File: src/smseq_pkg.sv
// Package: register map, control fields, modes and serial word layout for the step sequencer
package smseq_pkg;

    // ----------------------------------------------------------------
    // Register map (byte addresses)
    // ----------------------------------------------------------------
    localparam logic [3:0] SMSEQ_ADDR_CTRL   = 4'h0;
    localparam logic [3:0] SMSEQ_ADDR_STATUS = 4'h4;
    localparam int         SMSEQ_ADDR_W      = 4;
    localparam int         SMSEQ_DATA_W      = 32;

    // ----------------------------------------------------------------
    // Control register fields
    // ----------------------------------------------------------------
    localparam int SMSEQ_CTRL_CLEAR_BIT = 0;
    localparam int SMSEQ_CTRL_DIR_BIT   = 1;
    localparam int SMSEQ_CTRL_SELL_BIT  = 2;
    localparam int SMSEQ_CTRL_SELH_BIT  = 3;
    localparam int SMSEQ_CTRL_BOOST_BIT = 4;
    localparam logic [4:0] SMSEQ_CTRL_RESET = 5'h01;

    // ----------------------------------------------------------------
    // Status register fields
    // ----------------------------------------------------------------
    localparam int SMSEQ_STAT_POS_LSB  = 0;
    localparam int SMSEQ_STAT_RDBK_BIT = 8;
    localparam int SMSEQ_STAT_MODE_LSB = 9;

    // ----------------------------------------------------------------
    // Sequence and serial word layout
    // ----------------------------------------------------------------
    localparam int         SMSEQ_POS_W      = 5;
    localparam logic [2:0] SMSEQ_HALF_SUB   = 3'h4;
    localparam logic [2:0] SMSEQ_LVL_EQUAL  = 3'h4;
    localparam logic [2:0] SMSEQ_LVL_MAX    = 3'h7;
    localparam int         SMSEQ_WORD_W     = 4;
    localparam logic [2:0] SMSEQ_BURST_LAST = 3'h7;

    typedef enum logic [1:0] {
        SMSEQ_MODE_FULL,
        SMSEQ_MODE_HALF,
        SMSEQ_MODE_QUARTER,
        SMSEQ_MODE_EIGHTH
    } smseq_mode_e;

    typedef struct packed {
        logic boost;
        logic sel_high;
        logic sel_low;
        logic direction;
        logic clear;
    } smseq_ctrl_s;

    typedef struct packed {
        logic [SMSEQ_ADDR_W-1:0] address;
        logic                    read;
        logic                    write;
        logic [SMSEQ_DATA_W-1:0] writedata;
    } smseq_avm_req_s;

endpackage

File: src/smseq_top.sv
// Step sequencer: register slave, input clock sampling, position counter and serial bursts

// Operation
// RULE1 - Host holds controls static, toggles clock only
// RULE2 - Host changes mode only while readback low
// RULE3 - Full step with boost raised gives maximum torque
// RULE4 - Both selects high gives eighth-step bursts
// RULE5 - Low select dropped gives quarter-step sequencing
// RULE6 - Driver inputs refresh at eight times step rate; code sends one burst per 8, 4, 2 or 1 input clocks by mode
// RULE7 - Mode change takes effect within one clock
// RULE8 - Counter clear costs one extra clock interval
// RULE9 - Host clock high 4.5us, low 0.5us minimum
// RULE10 - Host may latch static controls from bus
// RULE11 - Burst rate scales with mode, step rate fixed
// RULE12 - Host changes boost only in full step, readback low
// RULE13 - Readback low at the four half-step positions
// RULE14 - Select encodings give half and full step
// RULE15 - Direction sets counter advance or retreat
module smseq_top
(
    // Clock and reset
    input  wire logic                              mclk,
    input  wire logic                              rst,
    // Avalon-MM slave
    input  wire logic [smseq_pkg::SMSEQ_ADDR_W-1:0] avs_address,
    input  wire logic                              avs_read,
    input  wire logic                              avs_write,
    input  wire logic [smseq_pkg::SMSEQ_DATA_W-1:0] avs_writedata,
    output logic      [smseq_pkg::SMSEQ_DATA_W-1:0] avs_readdata,
    output logic                                   avs_waitrequest,
    // Link from host
    input  wire logic                              step_clock_in,
    // Power driver serial side
    output logic                                   serial_clock,
    output logic                                   phase_a_data,
    output logic                                   phase_b_data,
    output logic                                   load_strobe,
    output logic                                   half_step_readback
);
    import smseq_pkg::*;

    // ----------------------------------------------------------------
    // Register slave
    // ----------------------------------------------------------------
    smseq_avm_req_s              req;
    smseq_ctrl_s                 ctrl_q;
    logic                        wait_q;
    logic [SMSEQ_DATA_W-1:0]     rdata_q;
    logic [SMSEQ_DATA_W-1:0]     rdata_d;
    logic [SMSEQ_POS_W-1:0]      pos_q;
    smseq_mode_e                 mode_q;
    logic                        rdbk_q;

    assign req = '{address: avs_address, read: avs_read, write: avs_write,
                   writedata: avs_writedata};

    wire hit_ctrl   = (req.address == SMSEQ_ADDR_CTRL);
    wire hit_status = (req.address == SMSEQ_ADDR_STATUS);
    wire wr_commit  = req.write && !wait_q && hit_ctrl;

    always_comb
    begin
        rdata_d = '0;
        if (hit_ctrl)
        begin
            rdata_d[4:0] = ctrl_q;
        end
        else if (hit_status)
        begin
            rdata_d[SMSEQ_STAT_POS_LSB +: SMSEQ_POS_W] = pos_q;
            rdata_d[SMSEQ_STAT_RDBK_BIT]             = rdbk_q;
            rdata_d[SMSEQ_STAT_MODE_LSB +: 2]        = mode_q;
        end
    end

    // One wait cycle per access; read data is captured on the first cycle, control writes commit on the second
    always_ff @(posedge mclk or posedge rst)
    begin
        if (rst)
        begin
            wait_q  <= 1'b1;
            rdata_q <= '0;
            ctrl_q  <= smseq_ctrl_s'(SMSEQ_CTRL_RESET);
        end
        else
        begin
            wait_q <= !((req.read || req.write) && wait_q);
            if ((req.read || req.write) && wait_q)
            begin
                rdata_q <= rdata_d;
            end
            if (wr_commit)
            begin
                ctrl_q <= smseq_ctrl_s'(req.writedata[4:0]);
            end
        end
    end

    assign avs_waitrequest = wait_q;
    assign avs_readdata    = rdata_q;

    // ----------------------------------------------------------------
    // Input clock sampling
    // ----------------------------------------------------------------
    logic sync1_q;
    logic sync2_q;
    logic sync3_q;

    always_ff @(posedge mclk or posedge rst)
    begin
        if (rst)
        begin
            sync1_q <= 1'b0;
            sync2_q <= 1'b0;
            sync3_q <= 1'b0;
        end
        else
        begin
            sync1_q <= step_clock_in;
            sync2_q <= sync1_q;
            sync3_q <= sync2_q;
        end
    end

    wire link_edge = sync2_q && !sync3_q;

    // ----------------------------------------------------------------
    // Mode decode and position counter
    // ----------------------------------------------------------------
    smseq_mode_e mode_d;
    assign mode_d = ctrl_q.sel_high ?
                    (ctrl_q.sel_low ? SMSEQ_MODE_EIGHTH : SMSEQ_MODE_QUARTER) : // RULE4 RULE5
                    (ctrl_q.sel_low ? SMSEQ_MODE_HALF   : SMSEQ_MODE_FULL);     // RULE14

    logic                   clr_pend_q;
    logic [SMSEQ_POS_W-1:0] pos_d;

    // Direction picks the walk through the current table
    assign pos_d = ctrl_q.direction ? pos_q - 5'h01 : pos_q + 5'h01; // RULE15

    wire [2:0] sub_d = pos_d[2:0];
    wire [1:0] quad_d = pos_d[4:3];

    // Burst spacing in input clocks: 8, 4, 2 or 1 depending on mode
    logic emit_d;
    always_comb
    begin
        unique case (mode_d) // RULE11 RULE6
            SMSEQ_MODE_FULL:    emit_d = (sub_d == SMSEQ_HALF_SUB);
            SMSEQ_MODE_HALF:    emit_d = (sub_d[1:0] == 2'h0);
            SMSEQ_MODE_QUARTER: emit_d = !sub_d[0];
            SMSEQ_MODE_EIGHTH:  emit_d = 1'b1;
        endcase
    end

    function automatic logic [2:0] cos_level(input logic [3:0] k);
        logic [2:0] lvl;
        lvl = 3'h0;
        case (k)
            4'h0: lvl = 3'h7;
            4'h1: lvl = 3'h7;
            4'h2: lvl = 3'h6;
            4'h3: lvl = 3'h5;
            4'h4: lvl = 3'h4;
            4'h5: lvl = 3'h3;
            4'h6: lvl = 3'h2;
            4'h7: lvl = 3'h1;
            default: lvl = 3'h0;
        endcase
        return lvl;
    endfunction

    wire [3:0] k_near = {1'b0, sub_d};
    wire [3:0] k_far  = 4'h8 - {1'b0, sub_d};
    wire       odd_q  = quad_d[0];
    wire [2:0] lvl_a  = odd_q ? cos_level(k_far) : cos_level(k_near);
    wire [2:0] lvl_b  = odd_q ? cos_level(k_near) : cos_level(k_far);
    wire       neg_a  = (quad_d == 2'h1) || (quad_d == 2'h2);
    wire       neg_b  = quad_d[1];

    // Boosted full step drives both phases at full current
    wire boost_on = (mode_d == SMSEQ_MODE_FULL) && ctrl_q.boost; // RULE3
    wire [SMSEQ_WORD_W-1:0] word_a = {neg_a, boost_on ? SMSEQ_LVL_MAX : lvl_a};
    wire [SMSEQ_WORD_W-1:0] word_b = {neg_b, boost_on ? SMSEQ_LVL_MAX : lvl_b};

    logic                    emit_q;
    logic [SMSEQ_WORD_W-1:0] word_a_q;
    logic [SMSEQ_WORD_W-1:0] word_b_q;

    // Mode, direction and boost are taken at every input clock edge, so a change lands within one period; clear acts at once
    always_ff @(posedge mclk or posedge rst)
    begin
        if (rst)
        begin
            pos_q      <= '0;
            clr_pend_q <= 1'b1;
            mode_q     <= SMSEQ_MODE_FULL;
            emit_q     <= 1'b0;
            word_a_q   <= '0;
            word_b_q   <= '0;
        end
        else if (ctrl_q.clear)
        begin
            pos_q      <= '0;
            clr_pend_q <= 1'b1;
            emit_q     <= 1'b0;
        end
        else
        begin
            emit_q <= 1'b0;
            if (link_edge)
            begin
                mode_q  <= mode_d; // RULE7
                if (clr_pend_q)
                begin
                    clr_pend_q <= 1'b0; // RULE8
                end
                else
                begin
                    pos_q    <= pos_d;
                    emit_q   <= emit_d;
                    word_a_q <= word_a;
                    word_b_q <= word_b;
                end
            end
        end
    end

    // Readback low at the equal-current positions
    always_ff @(posedge mclk or posedge rst)
    begin
        if (rst)
        begin
            rdbk_q <= 1'b1;
        end
        else
        begin
            rdbk_q <= (pos_q[2:0] != SMSEQ_HALF_SUB); // RULE13
        end
    end

    assign half_step_readback = rdbk_q;

    // ----------------------------------------------------------------
    // Serial burst: two mclk per bit, strobe on the last high phase
    // ----------------------------------------------------------------
    logic       busy_q;
    logic [2:0] bcnt_q;
    logic [SMSEQ_WORD_W-1:0] sh_a_q;
    logic [SMSEQ_WORD_W-1:0] sh_b_q;
    logic       sclk_q;
    logic       da_q;
    logic       db_q;
    logic       stb_q;

    // A word arriving mid-burst restarts the shift; the newest position wins
    wire [1:0] bit_idx   = 2'h2 - bcnt_q[2:1];
    wire       shift_now = busy_q && bcnt_q[0] && (bcnt_q != SMSEQ_BURST_LAST);

    always_ff @(posedge mclk or posedge rst)
    begin
        if (rst)
        begin
            busy_q <= 1'b0;
            bcnt_q <= '0;
            sh_a_q <= '0;
            sh_b_q <= '0;
            sclk_q <= 1'b1;
            da_q   <= 1'b0;
            db_q   <= 1'b0;
            stb_q  <= 1'b0;
        end
        else
        begin
            if (emit_q)
            begin
                busy_q <= 1'b1;
                bcnt_q <= '0;
                sh_a_q <= word_a_q;
                sh_b_q <= word_b_q;
            end
            else if (busy_q)
            begin
                bcnt_q <= bcnt_q + 3'h1;
                busy_q <= (bcnt_q != SMSEQ_BURST_LAST);
            end
            sclk_q <= emit_q ? 1'b0 : !shift_now;
            da_q   <= emit_q ? word_a_q[SMSEQ_WORD_W-1] : shift_now ? sh_a_q[bit_idx] : da_q;
            db_q   <= emit_q ? word_b_q[SMSEQ_WORD_W-1] : shift_now ? sh_b_q[bit_idx] : db_q;
            stb_q  <= busy_q && !emit_q && (bcnt_q == SMSEQ_BURST_LAST - 3'h1);
        end
    end

    assign serial_clock = sclk_q;
    assign phase_a_data = da_q;
    assign phase_b_data = db_q;
    assign load_strobe  = stb_q;
endmodule

File: config.mk
export PLATFORM = sky130hd
export DESIGN_NAME = smseq_top
export DESIGN_NICKNAME = d
export VERILOG_FILES = /design/src/smseq_pkg.sv /design/src/smseq_top.sv
export SDC_FILE = /design/constraint.sdc
export NUM_CORES = 1
export LEC_CHECK = 0
export BUFFER_PORTS_ARGS = -buffer_cell sky130_fd_sc_hd__buf_2
export CAP_MARGIN = 20
export CORE_MARGIN = 1
export CORE_UTILIZATION = 55
export CTS_CLUSTER_DIAMETER = 30
export DETAILED_ROUTE_END_ITERATION = 10
export PLACE_DENSITY = 0.86
export SYNTH_ARGS = -nofsm -noshare
export SYNTH_HDL_FRONTEND = slang
export SYNTH_SLANG_ARGS = --single-unit
File: constraint.sdc
create_clock -name mclk -period 4.95 [get_ports mclk]
set_clock_uncertainty 0.2 [all_clocks]
set_input_delay 0.7425 -clock mclk [delete_from_list [all_inputs] [get_ports mclk]]
set_output_delay 0.7425 -clock mclk [all_outputs]
set_load 0.05 [all_outputs]
==> results.cfg, run 1 <==
[run_status]
outcome = finished with violations
violations = DRC

[synthesis]
avgSynthCellArea_sq_um = 11.4
async_flop_share_pct = 100
synthSimpleGateAreaFrac_pct = 8.19
synth-seq-cells = 51
post_synth_instance_area_sq_mm = 0.00263
synthMuxAreaShare_pct = 11.5
yosysWarnings = 0
yosysTopAreaCellShare_pct = 43.8
synth_top_family_by_area = multiplexers
synthXorXnorAreaFrac_pct = 3.91
yosysTopAreaCell = dfrtp_1
synth_cells = 231
ys_seq_area_share_pct = 48.8
ys_types = 39
synth_compound_area_share_pct = 10.8
yosys-top-cells-area = dfrtp_1 (44%), buf_4 (7.1%), mux2_2 (6.0%), ha_1 (5.7%), dfstp_2 (5.0%)
synth_fa_ha_area_share_pct = 6.48
synth_edf_count = 0
ys.flop_type = dfrtp_1

[drt]
wl_per_cell_microns = 14.5
ant_nets = 0
drtIter0Drc = 52
via_count = 1643
drc_errors = 8
drt-total-wl_mm = 4.50
via_per_inst = 5.28
dr.pass1.iters = 7

[timing]
rsz0062_at_grt = no
worst_slack_ns = 2.27
hold_viol = 0
finalSetupViolCount = 0
tightest_slew_ns = 0.942
drv_slew = 0
fin_tns_setup_ns = 0
period_share_pct = 54.2
fmax_mhz = 373
min_period_ns = 2.68
slew_headroom_pct = 36.8

[worst_setup_path]
worst_setup_path_start_kind = flip-flop
cpPeakStageDelay_ns = 0.58
cp_max_fo = 10
cp.required_ns = 4.99
path_delay_family = adder cells
critical_path_buf_inv_count = 2
crit_type = reg2reg
crit_chain = inv_1 > fa_1 > xnor2_1 > inv_1 > ha_1 > a31o_2 > mux2i_1 > o22a_1
cpMostUsedCell = inv_1
cp.arrival_ns = 2.72
critical_path.slowest_cell = dfrtp_1
worst_setup_path_end_kind = flip-flop

[place]
pre_cts_ws_ns = 2.33
dpl.hpwl_mm = 3.34
place_congestion = 0.805
io_buffer_count = 27

[clocking]
cts_setup_buffers = 0
cts_buffers = 5
tritoncts = yes
hold_buffers = 0
clock_latency_ns = 0.31
clkTransAtPathRegs_ns = 0.09
clockBufferDepth = 2
post_cts_resized = 0
cts-htree-levels = 2
clock-root-buffer = clkbuf_8
cts_sinks = 51

[finish]
layout.nets = 312
diodes = 0
drive_above_1_share_pct = 25.9
area_growth_pct = 8.15
most-common-layout-cells = dfrtp_1 (46), buf_2 (27), conb_1 (24), nand2_1 (21), o21ai_0 (16)
layout_commonest_cell = dfrtp_1

[worst_hold_path]
holdCritPathClass = in2async

[power]
power_leakage_nw = 1.34
ir_worst_vdd_uv = 267
power.density_mw_per_mm2 = 606

[floorplan]
die_x_microns = 71.1
die_area_sq_mm = 0.00506
die_h_microns = 71.1
start_util_pct = 58.7
rows = 24
core_sq_mm = 0.00447
io_pins = 79

[global_routing]
track_usage_pct = 19.8
grt_max_degree = 52
grt_overflow = 0
antenna_found_initial = 0
grt_first_pass_wirelength_mm = 7.62
grt_pass1_vias = 1590

[job]
cap_viol_max_count = 0
==> kinds of logic after synthesis <==
kind of cell / count (synthesis)
mux: 26
fa+ha+maj: 13
flops: 51
buf+inv: 44
xor+xnor: 8
other cells: 1
compound gates: 42
simple gates: 46
==> cell usage after synthesis, types with 2 or more instances <==
cell      instances
mux2i_1          10
a22oi_1           5
ha_1             12
a21oi_1           6
dfstp_2           5
o22a_1            6
mux2_2           14
o21ai_0          16
nor2_1           15
dfrtp_1          46
nand2b_1          2
xnor2_1           6
a21o_1            2
clkbuf_1          5
mux4_2            2
buf_4            25
nand2_1          21
inv_1            12
==> worst register-to-register path: stages (launching register included) <==
cell and delay [ns]:
dfrtp_1 0.58, inv_1 0.17, fa_1 0.45, xnor2_1 0.29, inv_1 0.19, ha_1 0.22, a31o_2 0.22, mux2i_1 0.15
o22a_1 0.14
==> per-layer routing <==
metal | track usage [%] | share of wire [%] | vias to the layer above
met5 | 0 | 0 | -
met4 | 6.22 | 1.6 | 0
met3 | 5.84 | 4.3 | 8
met2 | 32.5 | 49 | 56
met1 | 25.5 | 45 | 788
li1 | - | - | 791
==> registers in the layout (all words and copies together) (netlist names), 2 cells and up <==
register and count:
sh_a_q 4, avs_readdata 8, mode_q 2, bcnt_q 3
word_a_q 4, ctrl_q 5, pos_q 5, word_b_q 4
sh_b_q 4
==> path summary, 6_finish.rpt <==
kind                           from              end  slack, ns  cells past startpoint
setup / recovery           pos_q[0]      word_a_q[2]       2.27                      8
hold / removal                  rst  avs_readdata[0]        0.1                      2
setup reg to reg           pos_q[0]      word_a_q[2]       2.27                      8
hold reg to reg             sync1_q          sync2_q       0.15                      0
max in group asynchronous       rst       clr_pend_q       3.94                      3
min in group mclk           sync1_q          sync2_q       0.15                      0
==> metrics by stage <==
stage / util [%] / instances / total power [mW] / hold WS, ns / instance area [sq um]
global placement: 60.3 / 302 / 1.37 / 0.133 / 2700
finish: 63.5 / 311 / 1.72 / 0.0974 / 2840
detailed placement: 60.3 / 302 / 1.42 / 0.136 / 2700
floorplan: - / 254 / 1.29 / 0.131 / 2710
CTS: 63.0 / 310 / 1.72 / 0.156 / 2820
global route: 63.5 / 311 / 1.83 / 0.0870 / 2840
==> layout make-up <==
class,count,area [sq um]
Timing Repair Buffer,29,163
Fill cell,339,1630
Clock inverter,2,38.8
Sequential cell,51,1280
Inverter,12,45.0
Tap cell,52,65.1
Clock buffer,6,82.6
Multi-Input combinational cell,159,1160
==> power by group <==
| part | switching [mW] | total, mW | internal [mW] |
|---|---|---|---|
| logic | 0.406 | 0.735 | 0.330 |
| registers | 0.132 | 0.687 | 0.555 |
| clock network | 0.132 | 0.299 | 0.166 |
No activity file was read; power rests on OpenSTA's default activity.
==> inputs of run 2 (changes only) <==
Settings changed: CORE_UTILIZATION 55 to 51, PLACE_DENSITY 0.86 to 0.8.
Clock period 4.95 ns to 2.5 ns, I/O delays scaled along.
==> run 2 against run 1 <==
Effect of this change: the run now ends clean; count of clock-buffer cells in the layout rose by 1; core utilization fell by 3.8 points; register-to-register slack got worse by 2.1 ns; wire length fell by 3.3%; combinational power rose by 110%; largest cell class unchanged.
==> results.cfg, run 2 (synthesis gave the netlist of run 1 again) <==
[floorplan]
core_sq_mm = 0.00485
die_x_microns = 73.8
die_area_sq_mm = 0.00544
rows = 25
start_util_pct = 54.2
die_h_microns = 73.8
io_pins = 79

[global_routing]
grt_first_pass_wirelength_mm = 6.96
grt_overflow = 0
grt_pass1_vias = 1530
grt_max_degree = 35
track_usage_pct = 16.9
antenna_found_initial = 0

[worst_setup_path]
crit_type = reg2reg
cpPeakStageDelay_ns = 0.46
path_delay_family = adder cells
cp.arrival_ns = 2.34
cp_max_fo = 5
worst_setup_path_end_kind = flip-flop
cpMostUsedCell = inv_1
critical_path_buf_inv_count = 2
timing.rr.start = ctrl_q[1]
worst_setup_path_start_kind = flip-flop
r2r_setup_slack_ns = 0.20
crit_chain = inv_1 > fa_1 > xnor2_1 > inv_1 > ha_1 > a31o_2 > mux2i_1 > o22a_1
rr_endpoint = word_b_q[2]
rr_worst_depth = 8
cp.required_ns = 2.54
critical_path.slowest_cell = fa_1

[finish]
instances_no_fill = 335
final_area_sq_mm = 0.00289
drive_above_1_share_pct = 27.2
most-common-layout-cells = dfrtp_1 (46), buf_2 (27), conb_1 (24), nand2_1 (21), o21ai_0 (16)
largest_reg_flops = 8
layout.nets = 321
layout_commonest_cell = dfrtp_1
area_growth_pct = 10.1
fill_cells = 394
diodes = 0

[drt]
dr.pass1.iters = 4
via_per_inst = 5.03
drtIter0Drc = 111
wl_per_cell_microns = 13.0
ant_nets = 0
drc_errors = 0
via_count = 1685
drt-total-wl_mm = 4.35

[timing]
fmax_mhz = 434
slew_headroom_pct = 47.7
tightest_slew_ns = 0.782
rsz0062_at_grt = no
period_share_pct = 92.1
fin_tns_setup_ns = 0
min_period_ns = 2.30
drv_slew = 0
finalSetupViolCount = 0
hold_viol = 0

[clocking]
clock_latency_ns = 0.29
cts-htree-levels = 2
tritoncts = yes
cts_sinks = 51
cts_buffers = 5
clock-root-buffer = clkbuf_8
clkTransAtPathRegs_ns = 0.09
post_cts_resized = 0
hold_buffers = 2
cts_setup_buffers = 0
clockBufferDepth = 2

[run_status]
outcome = completed

[power]
power_leakage_nw = 1.36
power.density_mw_per_mm2 = 1150
power_mw = 3.33
ir_worst_vdd_uv = 625

[job]
cap_viol_max_count = 0

[worst_hold_path]
hold_path_depth = 2
worstHoldStart = avs_writedata[2]
holdCritPathClass = in2reg
min_to = ctrl_q[2]

[place]
dpl.hpwl_mm = 3.26
place_area_sq_mm = 0.00278
dp.cells = 325
io_buffer_count = 27
place_congestion = 0.818
run 2: per-layer routing:
layer	part of all wire, %	vias up	track usage, %
met1	45	836	22.3
met5	0	-	0
met2	51	39	28.1
li1	-	808	-
met3	3.0	2	4.12
met4	0.25	0	3.63
run 2: worst register-to-register path, delay by kind of cell (launching register included):
kind,cells,cell delay [ns]
adders and majority gates,2,0.65
DFF,1,0.45
AOI/OAI and AO/OA,2,0.37
buffers and inverters,2,0.23
xor gates and xnor gates,1,0.20
muxes,1,0.16
run 2: power by group:
part           switching (mW)  internal, mW  total, mW
clock                   0.251         0.227      0.478
combinational           0.822         0.707       1.53
sequential              0.221          1.10       1.32
total                    1.29          2.03       3.33
run 2: worst max path at each step:
| stage | depth (start not counted) | endpoint | start |
|---|---|---|---|
| 3_5_place_dp | 8 | word_b_q[2] | ctrl_q[1] |
| 5_1_grt | 8 | word_b_q[2] | ctrl_q[1] |
| 6_report | 8 | word_b_q[2] | ctrl_q[1] |
| 3_3_place_gp | 8 | word_b_q[2] | ctrl_q[1] |
| 4_1_cts | 8 | word_b_q[2] | ctrl_q[1] |
| 2_1_floorplan | 9 | word_a_q[2] | pos_q[0] |
run 2: area by class of cell:
cell class,count,area (sq um),share of cell area [%]
inverter,12,45.0,1.56
timing repair buffer,38,223,7.70
sequential,51,1280,44.3
tap,67,83.8,2.90
clock inverter,1,8.76,0.303
multi-input combinational,159,1160,40.2
clock buffer,7,86.3,2.98
run 2: per-stage QoR:
stage          hold slack (ns)  util (%)  setup slack (ns)
2_1_floorplan            0.131         -             0.258
3_3_place_gp             0.146      57.3             0.246
3_5_place_dp             0.145      57.3             0.200
4_1_cts                  0.104      59.7             0.188
5_1_grt                 0.0951      59.7            0.0902
6_report                 0.109      59.7             0.197
==> inputs of run 3 (changes only) <==
Settings changed: SETUP_SLACK_MARGIN from default to 0.5.
==> run 3 against run 2 <==
Effect of this change: total power up 17%; via count up 4.1%; worst setup slack better by 0.18 ns; hold slack worse by 0.012 ns.
==> results.cfg, run 3 (synthesis gave the netlist of run 1 again) <==
[power]
power_mw = 3.90
ir_worst_vdd_uv = 607
power.density_mw_per_mm2 = 1240
power_leakage_nw = 1.46

[timing]
slew_headroom_pct = 59.1
worst_slack_ns = 0.380
hold_viol = 0
fin_tns_setup_ns = 0
rsz0062_at_grt = yes
drv_slew = 0
min_period_ns = 2.12
period_share_pct = 84.8
tightest_slew_ns = 0.614
finalSetupViolCount = 0
fmax_mhz = 472

[global_routing]
antenna_found_initial = 0
grt_pass1_vias = 1623
use_met1_pct = 25.5
grt_max_degree = 24
met2_usage_pct = 30.1
track_usage_pct = 18.8
grt_first_pass_wirelength_mm = 7.67
grt_overflow = 0
use_met3_pct = 4.94
busiest_layer = met2

[clocking]
clockBufferDepth = 2
cts_sinks = 51
clock_latency_ns = 0.31
clkTransAtPathRegs_ns = 0.08
cts-htree-levels = 2
tritoncts = yes
cts_buffers = 5
clock-root-buffer = clkbuf_8

[drt]
drtIter0Drc = 107
via_per_inst = 5.03
via_count = 1754
dr.pass1.iters = 5
drc_errors = 0
ant_nets = 0
drt-total-wl_mm = 4.84
wl_per_cell_microns = 13.9

[finish]
most-common-layout-cells = dfrtp_1 (44), buf_2 (27), conb_1 (24), nand2_1 (20), buf_4 (18)
instances_no_fill = 349
area_growth_pct = 19.5
fill_cells = 357
layout.nets = 335
diodes = 0
drive_above_1_share_pct = 37.2
multi_input_area_sq_mm = 0.00129
layout_commonest_cell = dfrtp_1
largest_reg_flops = 8
regArea_sq_mm = 0.00128

[worst_setup_path]
cp.arrival_ns = 2.17
rr_endpoint = word_b_q[2]
crit_path_end = word_b_q[2]
worst_setup_path_start_kind = flip-flop
cp_max_fo = 6
cp.required_ns = 2.55
cp-startpoint = ctrl_q[1]
r2r_setup_slack_ns = 0.38
rr_worst_depth = 8
worst_setup_path_end_kind = flip-flop
timing.rr.start = ctrl_q[1]
crit_type = reg2reg

[floorplan]
die_h_microns = 73.8
die_area_sq_mm = 0.00544
io_pins = 79
start_util_pct = 54.2
rows = 25
core_sq_mm = 0.00485
die_x_microns = 73.8

[run_status]
outcome = completed

[job]
cap_viol_max_count = 0

[place]
io_buffer_count = 27
dpl.hpwl_mm = 3.17
place_congestion = 0.820
pre_cts_ws_ns = 0.270
dp.cells = 323

[worst_hold_path]
holdCritPathClass = in2reg
-- run 3: cell count changes in the layout (fill, tap and decap cells not counted), sizes merged --
cell	change
clkinv	+1
buf	+14
clkbuf	-1
-- run 3: critical path: stages, from the launching register on --
cell and delay (ns):
dfrtp_2 0.44, inv_2 0.07, fa_2 0.42, xnor2_4 0.21, inv_4 0.09, ha_4 0.16
a31o_4 0.20, mux2i_1 0.13, o22a_1 0.15
-- run 3: report_power, final --
part / internal (mW) / switching (mW) / total [mW] / leakage [nW]
logic: 1.07 / 1.02 / 2.09 / 0.791
registers: 1.10 / 0.252 / 1.35 / 0.627
clock network: 0.198 / 0.266 / 0.463 / 0.0452
total: 2.37 / 1.53 / 3.90 / 1.46
-- run 3: what timing repair did --
| item | in CTS | in global routing |
|---|---|---|
| hold buffers | 2 | 0 |
| pin swaps | 10 | 10 |
| gates resized for setup | 14 | 10 |
| setup endpoints to repair | 10 | 12 |
| setup buffers | 11 | 5 |
| hold endpoints to repair | 20 | 0 |
-- run 3: worst min path at each step --
stage,startpoint,end,cells past startpoint
2_1_floorplan,sync1_q,sync2_q,0
3_3_place_gp,sync1_q,sync2_q,0
3_5_place_dp,sync1_q,sync2_q,0
4_1_cts,avs_writedata[1],ctrl_q[1],2
5_1_grt,avs_writedata[0],ctrl_q[0],2
6_report,avs_writedata[1],ctrl_q[1],2
-- run 3: layout make-up --
| class | count | area share (%) |
|---|---|---|
| Sequential cell | 51 | 40.9 |
| Timing Repair Buffer | 52 | 11.0 |
| Inverter | 12 | 1.59 |
| Tap cell | 67 | 2.67 |
| Clock inverter | 2 | 0.438 |
| Multi-Input combinational cell | 159 | 41.0 |
| Clock buffer | 6 | 2.31 |
-- run 3: through the flow --
| step | utilization, % | hold slack, ns | area [sq um] |
|---|---|---|---|
| 4_1_cts | 62.9 | 0.0931 | 3050 |
| 6_report | 64.7 | 0.0974 | 3140 |
| 3_3_place_gp | 58.0 | 0.133 | 2810 |
| 5_1_grt | 64.7 | 0.0942 | 3140 |
| 2_1_floorplan | - | 0.131 | 2760 |
| 3_5_place_dp | 58.0 | 0.146 | 2810 |
-- run 3: per-layer routing --
layer,share of wire [%],vias up
li1,-,831
met1,44,862
met2,51,54
met3,3.8,7
met4,0.93,0
met5,0,-
